File: src/rtl/srs_regs.svh
/*
 holds register offsets, field positions, reset values and timing counts of the
 reference sync/reset control block.
 assumes inclusion by bare name; definitions only.
*/
// Notes on behaviour
// - sample reference with device clock, align multiframe boundary
// - assertion resets divider, oscillators and multiframe counter
// - assertion is pin rising edge or soft bit rise
// - reference captured on rising sampling clock edge
// - divider reset on every assertion unless masked
// - oscillator and multiframe reset from third assertion
// - programmable delay on reference input path
// - divider mask blocks divider resets while set
// - oscillator/link mask blocks oscillator, multiframe resets
// - reference buffer can be powered down
// - multiframe divide 20K, 4K or DxSxK by mode
`ifndef SRS_REGS_SVH
`define SRS_REGS_SVH
// register byte offsets
`define SRS_CTRL_OFF 12'h000
`define SRS_DELAY_OFF 12'h004
`define SRS_MODE_OFF 12'h008
`define SRS_STAT_OFF 12'h00c
// control fields
`define SRS_CTRL_ASSERT 0
`define SRS_CTRL_DIVMASK 1
`define SRS_CTRL_OSCMASK 2
`define SRS_CTRL_PDN 3
// mode fields
`define SRS_MODE_SEL_LO 0
`define SRS_MODE_K_LO 4
`define SRS_MODE_DS_LO 12
// reset values
`define SRS_CTRL_RST 4'h0
`define SRS_DELAY_RST 4'h0
`define SRS_K_RST 8'h10
`define SRS_DS_RST 8'h04
// assertion index from which oscillator and multiframe reset
`define SRS_THIRD 2'h3
// multiframe divide factors per bypass mode
`define SRS_MUL_WIDE 20
`define SRS_MUL_NARROW 4
// lock settling time in ns and cycles at 10 ns
`define SRS_SETTLE_NS 40000
`define SRS_CLK_NS 10
`define SRS_SETTLE_CYC (`SRS_SETTLE_NS / `SRS_CLK_NS)
// axi responses
`define SRS_RESP_OKAY 2'h0
`define SRS_RESP_SLVERR 2'h2
`endif

File: src/rtl/srs_pkg.sv
/*
 holds the types of the reference sync/reset control block.
 assumes srs_regs.svh for numeric constants.
*/
package srs_pkg;
  // multiframe clock derivation mode
  typedef enum logic [1:0] {
    srs_bypass_wide,
    srs_bypass_narrow,
    srs_decimate
  } srs_mode_t;
endpackage

File: src/rtl/srs_sync_ctrl.sv
/*
 holds the reference sync/reset control block with its axi4-lite register slave.
 assumes inputs synchronous to clk, one aligned 32-bit word per register, and a
 master holding each valid until taken.
*/
`timescale 1ns/1ps
`include "srs_regs.svh"
module srs_sync_ctrl #(
  parameter int DELAY_W = 4,
  parameter int CNT_W = 16
) (
  // clock and reset
  input wire logic clk,
  input wire logic arst_n,
  // reference input pin
  input wire logic ref_in,
  // axi4-lite write address and data
  input wire logic [11:0] s_axi_awaddr,
  input wire logic s_axi_awvalid,
  output logic s_axi_awready,
  input wire logic [31:0] s_axi_wdata,
  input wire logic [3:0] s_axi_wstrb,
  input wire logic s_axi_wvalid,
  output logic s_axi_wready,
  // axi4-lite write response
  output logic [1:0] s_axi_bresp,
  output logic s_axi_bvalid,
  input wire logic s_axi_bready,
  // axi4-lite read
  input wire logic [11:0] s_axi_araddr,
  input wire logic s_axi_arvalid,
  output logic s_axi_arready,
  output logic [31:0] s_axi_rdata,
  output logic [1:0] s_axi_rresp,
  output logic s_axi_rvalid,
  input wire logic s_axi_rready,
  // reset pulses, multiframe tick and buffer power-down to internal blocks
  output logic divider_reset,
  output logic oscillator_reset,
  output logic multiframe_reset,
  output logic multiframe_tick,
  output logic reference_buffer_powerdown
);
  import srs_pkg::*;

  // refuse widths that the 3-bit tap select or the 16-bit length product cannot serve
  if (DELAY_W < 3 || DELAY_W > 8 || CNT_W < 16 || CNT_W > 30) begin : gen_bad_param
    $error("srs_sync_ctrl: unsupported parameter values");
  end

  // whole state of the block
  typedef struct packed {
    logic awready;
    logic wready;
    logic aw_got;
    logic [11:0] aw_addr;
    logic w_got;
    logic [31:0] w_data;
    logic [3:0] w_strb;
    logic bvalid;
    logic [1:0] bresp;
    logic arready;
    logic rvalid;
    logic [31:0] rdata;
    logic [1:0] rresp;
    logic soft_reference_assert;
    logic divider_reference_mask;
    logic oscillator_link_reference_mask;
    logic reference_buffer_powerdown;
    logic [DELAY_W-1:0] ref_delay;
    srs_mode_t mode;
    logic [7:0] k;
    logic [7:0] ds;
    logic [7:0] delay_line;
    logic ref_prev;
    logic soft_prev;
    logic [1:0] assert_cnt;
    logic divider_reset;
    logic oscillator_reset;
    logic multiframe_reset;
    logic multiframe_tick;
    logic [CNT_W-1:0] mf_cnt;
    logic [CNT_W-1:0] mf_len;
  } srs_state_t;

  srs_state_t cur;
  srs_state_t next_cur;
  logic delayed_ref; // reference after programmable delay
  logic assertion; // one recognised assertion this cycle
  logic do_write; // write address and data both held

  // tap of the delay line picked by the low bits of the delay register
  always_comb begin
    delayed_ref = cur.delay_line[cur.ref_delay[2:0]];
  end

  // next state
  always_comb begin
    next_cur = cur;
    // sample pin into delay line each rising edge, gated by power-down
    next_cur.delay_line = {cur.delay_line[6:0], ref_in & ~cur.reference_buffer_powerdown};
    next_cur.ref_prev = delayed_ref;
    next_cur.soft_prev = cur.soft_reference_assert;
    // pin rising edge or soft bit 0-to-1
    assertion = (delayed_ref & ~cur.ref_prev) | (cur.soft_reference_assert & ~cur.soft_prev);
    next_cur.divider_reset = assertion & ~cur.divider_reference_mask;
    next_cur.oscillator_reset = 1'b0;
    next_cur.multiframe_reset = 1'b0;
    if (assertion) begin
      // count saturates at three
      if (cur.assert_cnt != `SRS_THIRD) begin
        next_cur.assert_cnt = cur.assert_cnt + 2'h1;
      end
      if (cur.assert_cnt >= 2'h2 && !cur.oscillator_link_reference_mask) begin
        next_cur.oscillator_reset = 1'b1;
        next_cur.multiframe_reset = 1'b1;
      end
    end
    // multiframe length by mode
    unique case (cur.mode)
      srs_bypass_wide: next_cur.mf_len = CNT_W'(`SRS_MUL_WIDE * cur.k);
      srs_bypass_narrow: next_cur.mf_len = CNT_W'(`SRS_MUL_NARROW * cur.k);
      srs_decimate: next_cur.mf_len = CNT_W'(cur.ds * cur.k);
    endcase
    // multiframe counter, boundary realigned by reference
    next_cur.multiframe_tick = 1'b0;
    if (next_cur.multiframe_reset) begin
      next_cur.mf_cnt = '0;
    end else if (cur.mf_cnt + CNT_W'(1) >= cur.mf_len) begin
      next_cur.mf_cnt = '0;
      next_cur.multiframe_tick = 1'b1;
    end else begin
      next_cur.mf_cnt = cur.mf_cnt + CNT_W'(1);
    end
    // write channels taken in either order
    if (s_axi_awvalid && cur.awready) begin
      next_cur.aw_got = 1'b1;
      next_cur.aw_addr = s_axi_awaddr;
      next_cur.awready = 1'b0;
    end
    if (s_axi_wvalid && cur.wready) begin
      next_cur.w_got = 1'b1;
      next_cur.w_data = s_axi_wdata;
      next_cur.w_strb = s_axi_wstrb;
      next_cur.wready = 1'b0;
    end
    do_write = cur.aw_got && cur.w_got && !cur.bvalid;
    if (do_write) begin
      next_cur.bvalid = 1'b1;
      next_cur.bresp = `SRS_RESP_OKAY;
      next_cur.aw_got = 1'b0;
      next_cur.w_got = 1'b0;
      unique case (cur.aw_addr)
        `SRS_CTRL_OFF: if (cur.w_strb[0]) begin
          next_cur.soft_reference_assert = cur.w_data[`SRS_CTRL_ASSERT];
          next_cur.divider_reference_mask = cur.w_data[`SRS_CTRL_DIVMASK];
          next_cur.oscillator_link_reference_mask = cur.w_data[`SRS_CTRL_OSCMASK];
          next_cur.reference_buffer_powerdown = cur.w_data[`SRS_CTRL_PDN];
        end
        `SRS_DELAY_OFF: if (cur.w_strb[0]) begin
          next_cur.ref_delay = cur.w_data[DELAY_W-1:0];
        end
        `SRS_MODE_OFF: begin
          if (cur.w_strb[0]) begin
            next_cur.mode = (cur.w_data[1:0] == 2'h3) ? srs_decimate : srs_mode_t'(cur.w_data[1:0]);
          end
          if (cur.w_strb[1]) begin
            next_cur.k = cur.w_data[11:4];
          end
          if (cur.w_strb[2]) begin
            next_cur.ds = cur.w_data[19:12];
          end
        end
        `SRS_STAT_OFF: ;
        default: next_cur.bresp = `SRS_RESP_SLVERR;
      endcase
    end
    // response taken, reopen both write channels
    if (cur.bvalid && s_axi_bready) begin
      next_cur.bvalid = 1'b0;
      next_cur.awready = 1'b1;
      next_cur.wready = 1'b1;
    end
    // read channel
    if (s_axi_arvalid && cur.arready) begin
      next_cur.arready = 1'b0;
      next_cur.rvalid = 1'b1;
      next_cur.rresp = `SRS_RESP_OKAY;
      unique case (s_axi_araddr)
        `SRS_CTRL_OFF: next_cur.rdata = {28'h0, cur.reference_buffer_powerdown,
          cur.oscillator_link_reference_mask, cur.divider_reference_mask, cur.soft_reference_assert};
        `SRS_DELAY_OFF: next_cur.rdata = 32'(cur.ref_delay);
        `SRS_MODE_OFF: next_cur.rdata = {12'h0, cur.ds, cur.k, 2'h0, 2'(cur.mode)};
        `SRS_STAT_OFF: next_cur.rdata = {29'h0, delayed_ref, cur.assert_cnt};
        default: begin
          next_cur.rdata = 32'h0;
          next_cur.rresp = `SRS_RESP_SLVERR;
        end
      endcase
    end
    // read data taken, reopen the address channel
    if (cur.rvalid && s_axi_rready) begin
      next_cur.rvalid = 1'b0;
      next_cur.arready = 1'b1;
    end
  end

  // state register
  always_ff @(posedge clk or negedge arst_n) begin
    if (!arst_n) begin
      cur <= '0;
      cur.awready <= 1'b1;
      cur.wready <= 1'b1;
      cur.arready <= 1'b1;
      cur.ref_delay <= DELAY_W'(`SRS_DELAY_RST);
      cur.mode <= srs_bypass_wide;
      cur.k <= `SRS_K_RST;
      cur.ds <= `SRS_DS_RST;
      cur.mf_len <= CNT_W'(`SRS_MUL_WIDE * `SRS_K_RST);
    end else begin
      cur <= next_cur;
    end
  end

  // outputs straight from flip-flops
  assign s_axi_awready = cur.awready;
  assign s_axi_wready = cur.wready;
  assign s_axi_bvalid = cur.bvalid;
  assign s_axi_bresp = cur.bresp;
  assign s_axi_arready = cur.arready;
  assign s_axi_rvalid = cur.rvalid;
  assign s_axi_rdata = cur.rdata;
  assign s_axi_rresp = cur.rresp;
  assign divider_reset = cur.divider_reset;
  assign oscillator_reset = cur.oscillator_reset;
  assign multiframe_reset = cur.multiframe_reset;
  assign multiframe_tick = cur.multiframe_tick;
  assign reference_buffer_powerdown = cur.reference_buffer_powerdown;

  // soft rise with mask clear gives divider reset next cycle
  div_follow_a: assert property (@(posedge clk) disable iff (!arst_n)
    (cur.soft_reference_assert && !cur.soft_prev && !cur.divider_reference_mask) |=> divider_reset)
    else $error("divider reset missing after assertion");
  // mask blocks divider reset
  div_mask_a: assert property (@(posedge clk) disable iff (!arst_n)
    (cur.divider_reference_mask && $stable(cur.divider_reference_mask)) |=> !divider_reset)
    else $error("divider reset despite mask");
  // oscillator reset only after two earlier assertions
  osc_third_a: assert property (@(posedge clk) disable iff (!arst_n)
    oscillator_reset |-> $past(cur.assert_cnt) >= 2'h2)
    else $error("oscillator reset before third assertion");
  // oscillator mask blocks reset
  osc_mask_a: assert property (@(posedge clk) disable iff (!arst_n)
    $past(cur.oscillator_link_reference_mask) |-> !oscillator_reset)
    else $error("oscillator reset despite mask");
  // multiframe and oscillator resets go together
  mf_pair_a: assert property (@(posedge clk) disable iff (!arst_n)
    oscillator_reset == multiframe_reset)
    else $error("oscillator and multiframe reset differ");
  // counter never decreases
  cnt_sat_a: assert property (@(posedge clk) disable iff (!arst_n)
    cur.assert_cnt >= $past(cur.assert_cnt))
    else $error("assertion counter went down");
  // multiframe counter restarts after reset
  mf_align_a: assert property (@(posedge clk) disable iff (!arst_n)
    multiframe_reset |-> cur.mf_cnt == '0)
    else $error("multiframe boundary not realigned");
  // power-down blanks pin input
  pdn_block_a: assert property (@(posedge clk) disable iff (!arst_n)
    reference_buffer_powerdown |=> !cur.delay_line[0])
    else $error("reference passed while powered down");
  // pin edge at the tap with mask clear gives divider reset next cycle
  pin_rise_a: assert property (@(posedge clk) disable iff (!arst_n)
    (delayed_ref && !cur.ref_prev && !cur.divider_reference_mask) |=> divider_reset)
    else $error("divider reset missing after pin edge");
  // third and later assertions reset oscillator and multiframe
  osc_fire_a: assert property (@(posedge clk) disable iff (!arst_n)
    (assertion && cur.assert_cnt >= 2'h2 && !cur.oscillator_link_reference_mask) |=>
    (oscillator_reset && multiframe_reset))
    else $error("oscillator reset missing from third assertion");
  // each assertion steps the count until it saturates
  cnt_step_a: assert property (@(posedge clk) disable iff (!arst_n)
    (assertion && cur.assert_cnt != 2'h3) |=> (cur.assert_cnt == $past(cur.assert_cnt) + 2'h1))
    else $error("assertion count did not step");
  // count moves only on an assertion
  cnt_hold_a: assert property (@(posedge clk) disable iff (!arst_n)
    !assertion |=> $stable(cur.assert_cnt))
    else $error("assertion count moved without assertion");
  // multiframe tick only where the count reaches the length
  tick_len_a: assert property (@(posedge clk) disable iff (!arst_n)
    multiframe_tick |-> ($past(cur.mf_cnt) + CNT_W'(1) >= $past(cur.mf_len)))
    else $error("multiframe tick before end of length");
  // write address closes once taken
  aw_lock_a: assert property (@(posedge clk) disable iff (!arst_n)
    (s_axi_awvalid && s_axi_awready) |=> !s_axi_awready)
    else $error("write address still open after take");
  // read answer follows the address take
  rd_answer_a: assert property (@(posedge clk) disable iff (!arst_n)
    (s_axi_arvalid && s_axi_arready) |=> (s_axi_rvalid && !s_axi_arready))
    else $error("read answer missing after address take");
  // response taken reopens both write channels
  wr_reopen_a: assert property (@(posedge clk) disable iff (!arst_n)
    (s_axi_bvalid && s_axi_bready) |=> (!s_axi_bvalid && s_axi_awready && s_axi_wready))
    else $error("write channels not reopened");
endmodule

File: config.mk
export PLATFORM = sky130hd
export DESIGN_NAME = srs_sync_ctrl
export DESIGN_NICKNAME = d
export VERILOG_FILES = /design/src/rtl/srs_pkg.sv /design/src/rtl/srs_sync_ctrl.sv
export VERILOG_INCLUDE_DIRS = /design/src /design/src/rtl
export SDC_FILE = /design/constraint.sdc
export NUM_CORES = 1
export LEC_CHECK = 0
export BUFFER_PORTS_ARGS = -buffer_cell sky130_fd_sc_hd__buf_2
export CAP_MARGIN = 10
export CORE_MARGIN = 5
export CORE_UTILIZATION = 60
export CTS_CLUSTER_DIAMETER = 30
export DETAILED_ROUTE_END_ITERATION = 10
export PLACE_DENSITY = 0.9
export SYNTH_ARGS = -nofsm -noshare
export SYNTH_HDL_FRONTEND = slang
export SYNTH_SLANG_ARGS = --single-unit
File: constraint.sdc
create_clock -name clk -period 7.74 [get_ports clk]
set_clock_uncertainty 0.1 [all_clocks]
set_input_delay 0 -clock clk [delete_from_list [all_inputs] [get_ports clk]]
set_output_delay 0 -clock clk [all_outputs]
set_load 0.05 [all_outputs]
==> impl_metrics.yaml <==
sta:
  grt_setup_unrepaired: "no"
  tns_ns: 0
  hold_slack_ns: -0.0131
  fin_crit_sh: 0.652
  drv_slew: 0
  tightestPinTransition_ns: 1.10
  setup_viol: 0
  period_needed_ns: 5.05
  max-slew-margin-rel: 0.263
  setup_ws_ns: 2.69
  fmax_mhz: 198
  hold_violations: 4
floorplan:
  dieWidth_um: 129
  ioPinCount: 114
  initial_core_util: 0.613
  row_count: 43
  coreArea_um2: 13900
  die_height_um: 129
  dieArea_um2: 16700
critical_path:
  cp_max_fo: 14
  end_kind: "register"
  crit_family: "adder cells"
  startpoint_type: "register"
  worst-path-stages: 14
  rr_worst_depth: 14
  crit_type: "reg2reg"
  critPathBufInv: 3
  crit_arrival_ns: 5.29
  cp_common_cell: "fa_1"
  critPathMaxStageDelay_ns: 0.68
  slowest_stage: "dfrtp_1"
  crit_chain: "nand2_1, fa_1, fa_1, inv_1, fa_1, inv_1, fa_1, inv_1, ha_1, a21oi_1, o211ai_1, and3_1, a311oi_1, mux2i_1"
  crit_required_ns: 7.99
yosys:
  async_flop_share: 1.00
  synth.avg_cell_area_um2: 11.3
  synth_flop_cell: "dfrtp_1"
  synth-edff-count: 0
  synth_seq_area_share: 0.402
  syn_inst: 756
  syn_area_um2: 8540
  ys_ff_latch: 137
  yosysWarnings: 0
  synth.distinct_cells: 58
placed_design:
  place_congestion: 0.825
  place_ws_ns: 3.06
  dp.cells: 979
  dp.final_hpwl_um: 12700
  port_buffers: 86
run_status:
  violations: "hold timing"
  status: "finished with violations"
grt:
  antenna_found_initial: 2
  grt_max_degree: 82
  grt_overflow: 0
  grt_util_all_layers: 0.290
  grt_pass1_vias: 7121
  grt_first_pass_wirelength_um: 37000
cts:
  cts-buffers-inserted: 17
  path_clk_slew_ns: 0.07
  tritoncts: "built"
  clock_latency_ns: 0.44
  cts.path.max_buffers: 2
  cts_root_buf: "clkbuf_16"
  cts_sinks: 137
  cts_hold_buffers: 56
  cts_setup_buffers: 0
  cts_resized: 0
  h-tree-depth: 4
route:
  met3_length_um: 1690
  drc: 0
  avgRoutedWirePerCell_um: 21.9
  drtAntennaViolNets: 0
  drt-pass1-iter-count: 6
  vias: 6547
  wl_met2_um: 12100
  met1_length_um: 7960
  top_layer_used: "met4"
  drt_iter0_drc: 551
  drt_wl_total_um: 23400
  routed_via_density: 6.12
pwr:
  power_density_nw_per_um2: 223
  p_leak_nw: 5.14
  peakVddDrop_mv: 0.211
min_path:
  hold_class: "in2async"
cells_and_area:
  multi_input_area_um2: 4490
  final_cell_mix: "130 x dfrtp_1, 85 x buf_2, 79 x inv_1"
  final_common_cell: "dfrtp_1"
  fill_cells: 779
  nets: 1048
  drive_gt1_frac: 0.230
  stdcell_count: 1069
  areaGrowthSynthToFinish_pct: 17.9
  seqCellArea_um2: 3440
run:
  cap_viol_max_count: 0
-- routing by layer --
layer,vias up,GRT usage
met5,-,0
met4,0,0.184
met3,156,0.0544
met2,451,0.518
met1,3178,0.317
li1,2762,-
-- area by class of cell --
type,count,share of cell area
multi-input combinational,495,0.446
sequential,137,0.341
timing repair buffer,144,0.101
clock buffer,17,0.0423
inverter,79,0.0295
tap,180,0.0224
clock inverter,15,0.0179
antenna,2,0.000497
-- logic make-up (layout without fill, tap and decap cells) --
group,Yosys count,in the layout,share of synthesized area
AOI/OAI and AO/OA,105,105,0.0848
buffers and inverters,137,255,0.0778
xor gates and xnor gates,29,29,0.0297
adders and majority gates,106,106,0.188
muxes,71,71,0.0995
DFF,137,137,0.402
and+or+nand+nor,170,170,0.117
other,1,16,0.000439
-- report_power, final --
group | switching, W | leakage, nW | internal (W)
clock network | 0.000366 | 0.287 | 0.000487
registers | 0.000113 | 1.77 | 0.000847
logic | 0.000245 | 3.08 | 0.000184
-- synthesized netlist by cell type (2+ instances only) --
| cell | n | area, um2 |
|---|---|---|
| a211oi_1 | 6 | 45.0 |
| a21o_1 | 7 | 52.6 |
| a21oi_1 | 22 | 110 |
| a221oi_1 | 3 | 26.3 |
| a22o_1 | 20 | 175 |
| a22oi_1 | 3 | 22.5 |
| a311oi_1 | 2 | 17.5 |
| a31oi_1 | 3 | 18.8 |
| and2_1 | 55 | 344 |
| and2b_1 | 6 | 45.0 |
| and3_1 | 6 | 37.5 |
| and4_1 | 2 | 17.5 |
| buf_1 | 2 | 7.51 |
| buf_4 | 38 | 285 |
| clkbuf_1 | 17 | 63.8 |
| dfrtp_1 | 130 | 3250 |
| dfstp_2 | 7 | 184 |
| fa_1 | 37 | 741 |
| ha_1 | 69 | 863 |
| inv_1 | 79 | 297 |
| mux2_2 | 61 | 687 |
| mux2i_1 | 5 | 50.1 |
| mux4_1 | 2 | 52.6 |
| mux4_2 | 2 | 45.0 |
| nand2_1 | 36 | 135 |
| nand2b_1 | 3 | 18.8 |
| nand3_1 | 7 | 35.0 |
| nand4_1 | 8 | 50.1 |
| nor2_1 | 17 | 63.8 |
| nor2b_1 | 6 | 37.5 |
| nor2b_2 | 5 | 43.8 |
| nor2b_4 | 3 | 41.3 |
| nor3_1 | 2 | 10.0 |
| nor3b_1 | 2 | 15.0 |
| nor4_1 | 5 | 31.3 |
| o211ai_1 | 4 | 30.0 |
| o21a_1 | 2 | 15.0 |
| o21ai_0 | 19 | 95.1 |
| o21bai_1 | 4 | 30.0 |
| o31ai_1 | 3 | 22.5 |
| or2_2 | 2 | 12.5 |
| xnor2_1 | 20 | 175 |
| xor2_1 | 9 | 78.8 |
-- through the flow --
stage	hold slack, ns	instance area [um2]	power [W]	util
2_1_floorplan	-0.396	8590	0.00122	-
3_3_place_gp	-0.123	8900	0.00128	0.639
3_5_place_dp	-0.110	8900	0.00132	0.639
4_1_cts	0.00776	10100	0.00218	0.722
5_1_grt	0.0435	10100	0.00231	0.723
6_report	-0.0131	10100	0.00224	0.723
-- worst paths after layout --
path                                     startpoint                         end  slack [ns]
worst max-delay path            cur[63]$_DFFE_PN0P_           cur[14]$_DFF_PN0_        2.69
worst min-delay path                         arst_n  s_axi_rdata[1]$_DFFE_PN0P_       -0.01
worst max register to register  cur[63]$_DFFE_PN0P_           cur[14]$_DFF_PN0_        2.69
worst min register to register    cur[41]$_DFF_PN0_           cur[42]$_DFF_PN0_        0.28
max in group asynchronous                    arst_n  s_axi_rdata[8]$_DFFE_PN0P_        6.14
min in group clk                       s_axi_rready    s_axi_rvalid$_DFFE_PN0P_        0.22
-- state kept, by name, summed over array words and instances, names as in the netlist --
signal / count
cur: 106
divider_reset: 1
multiframe_reset: 1
multiframe_tick: 1
reference_buffer_powerdown: 1
s_axi_arready: 1
s_axi_awready: 1
s_axi_bresp: 1
s_axi_bvalid: 1
s_axi_rdata: 20
s_axi_rresp: 1
s_axi_rvalid: 1
s_axi_wready: 1
Note: power is estimated with default switching activity, not from simulation.
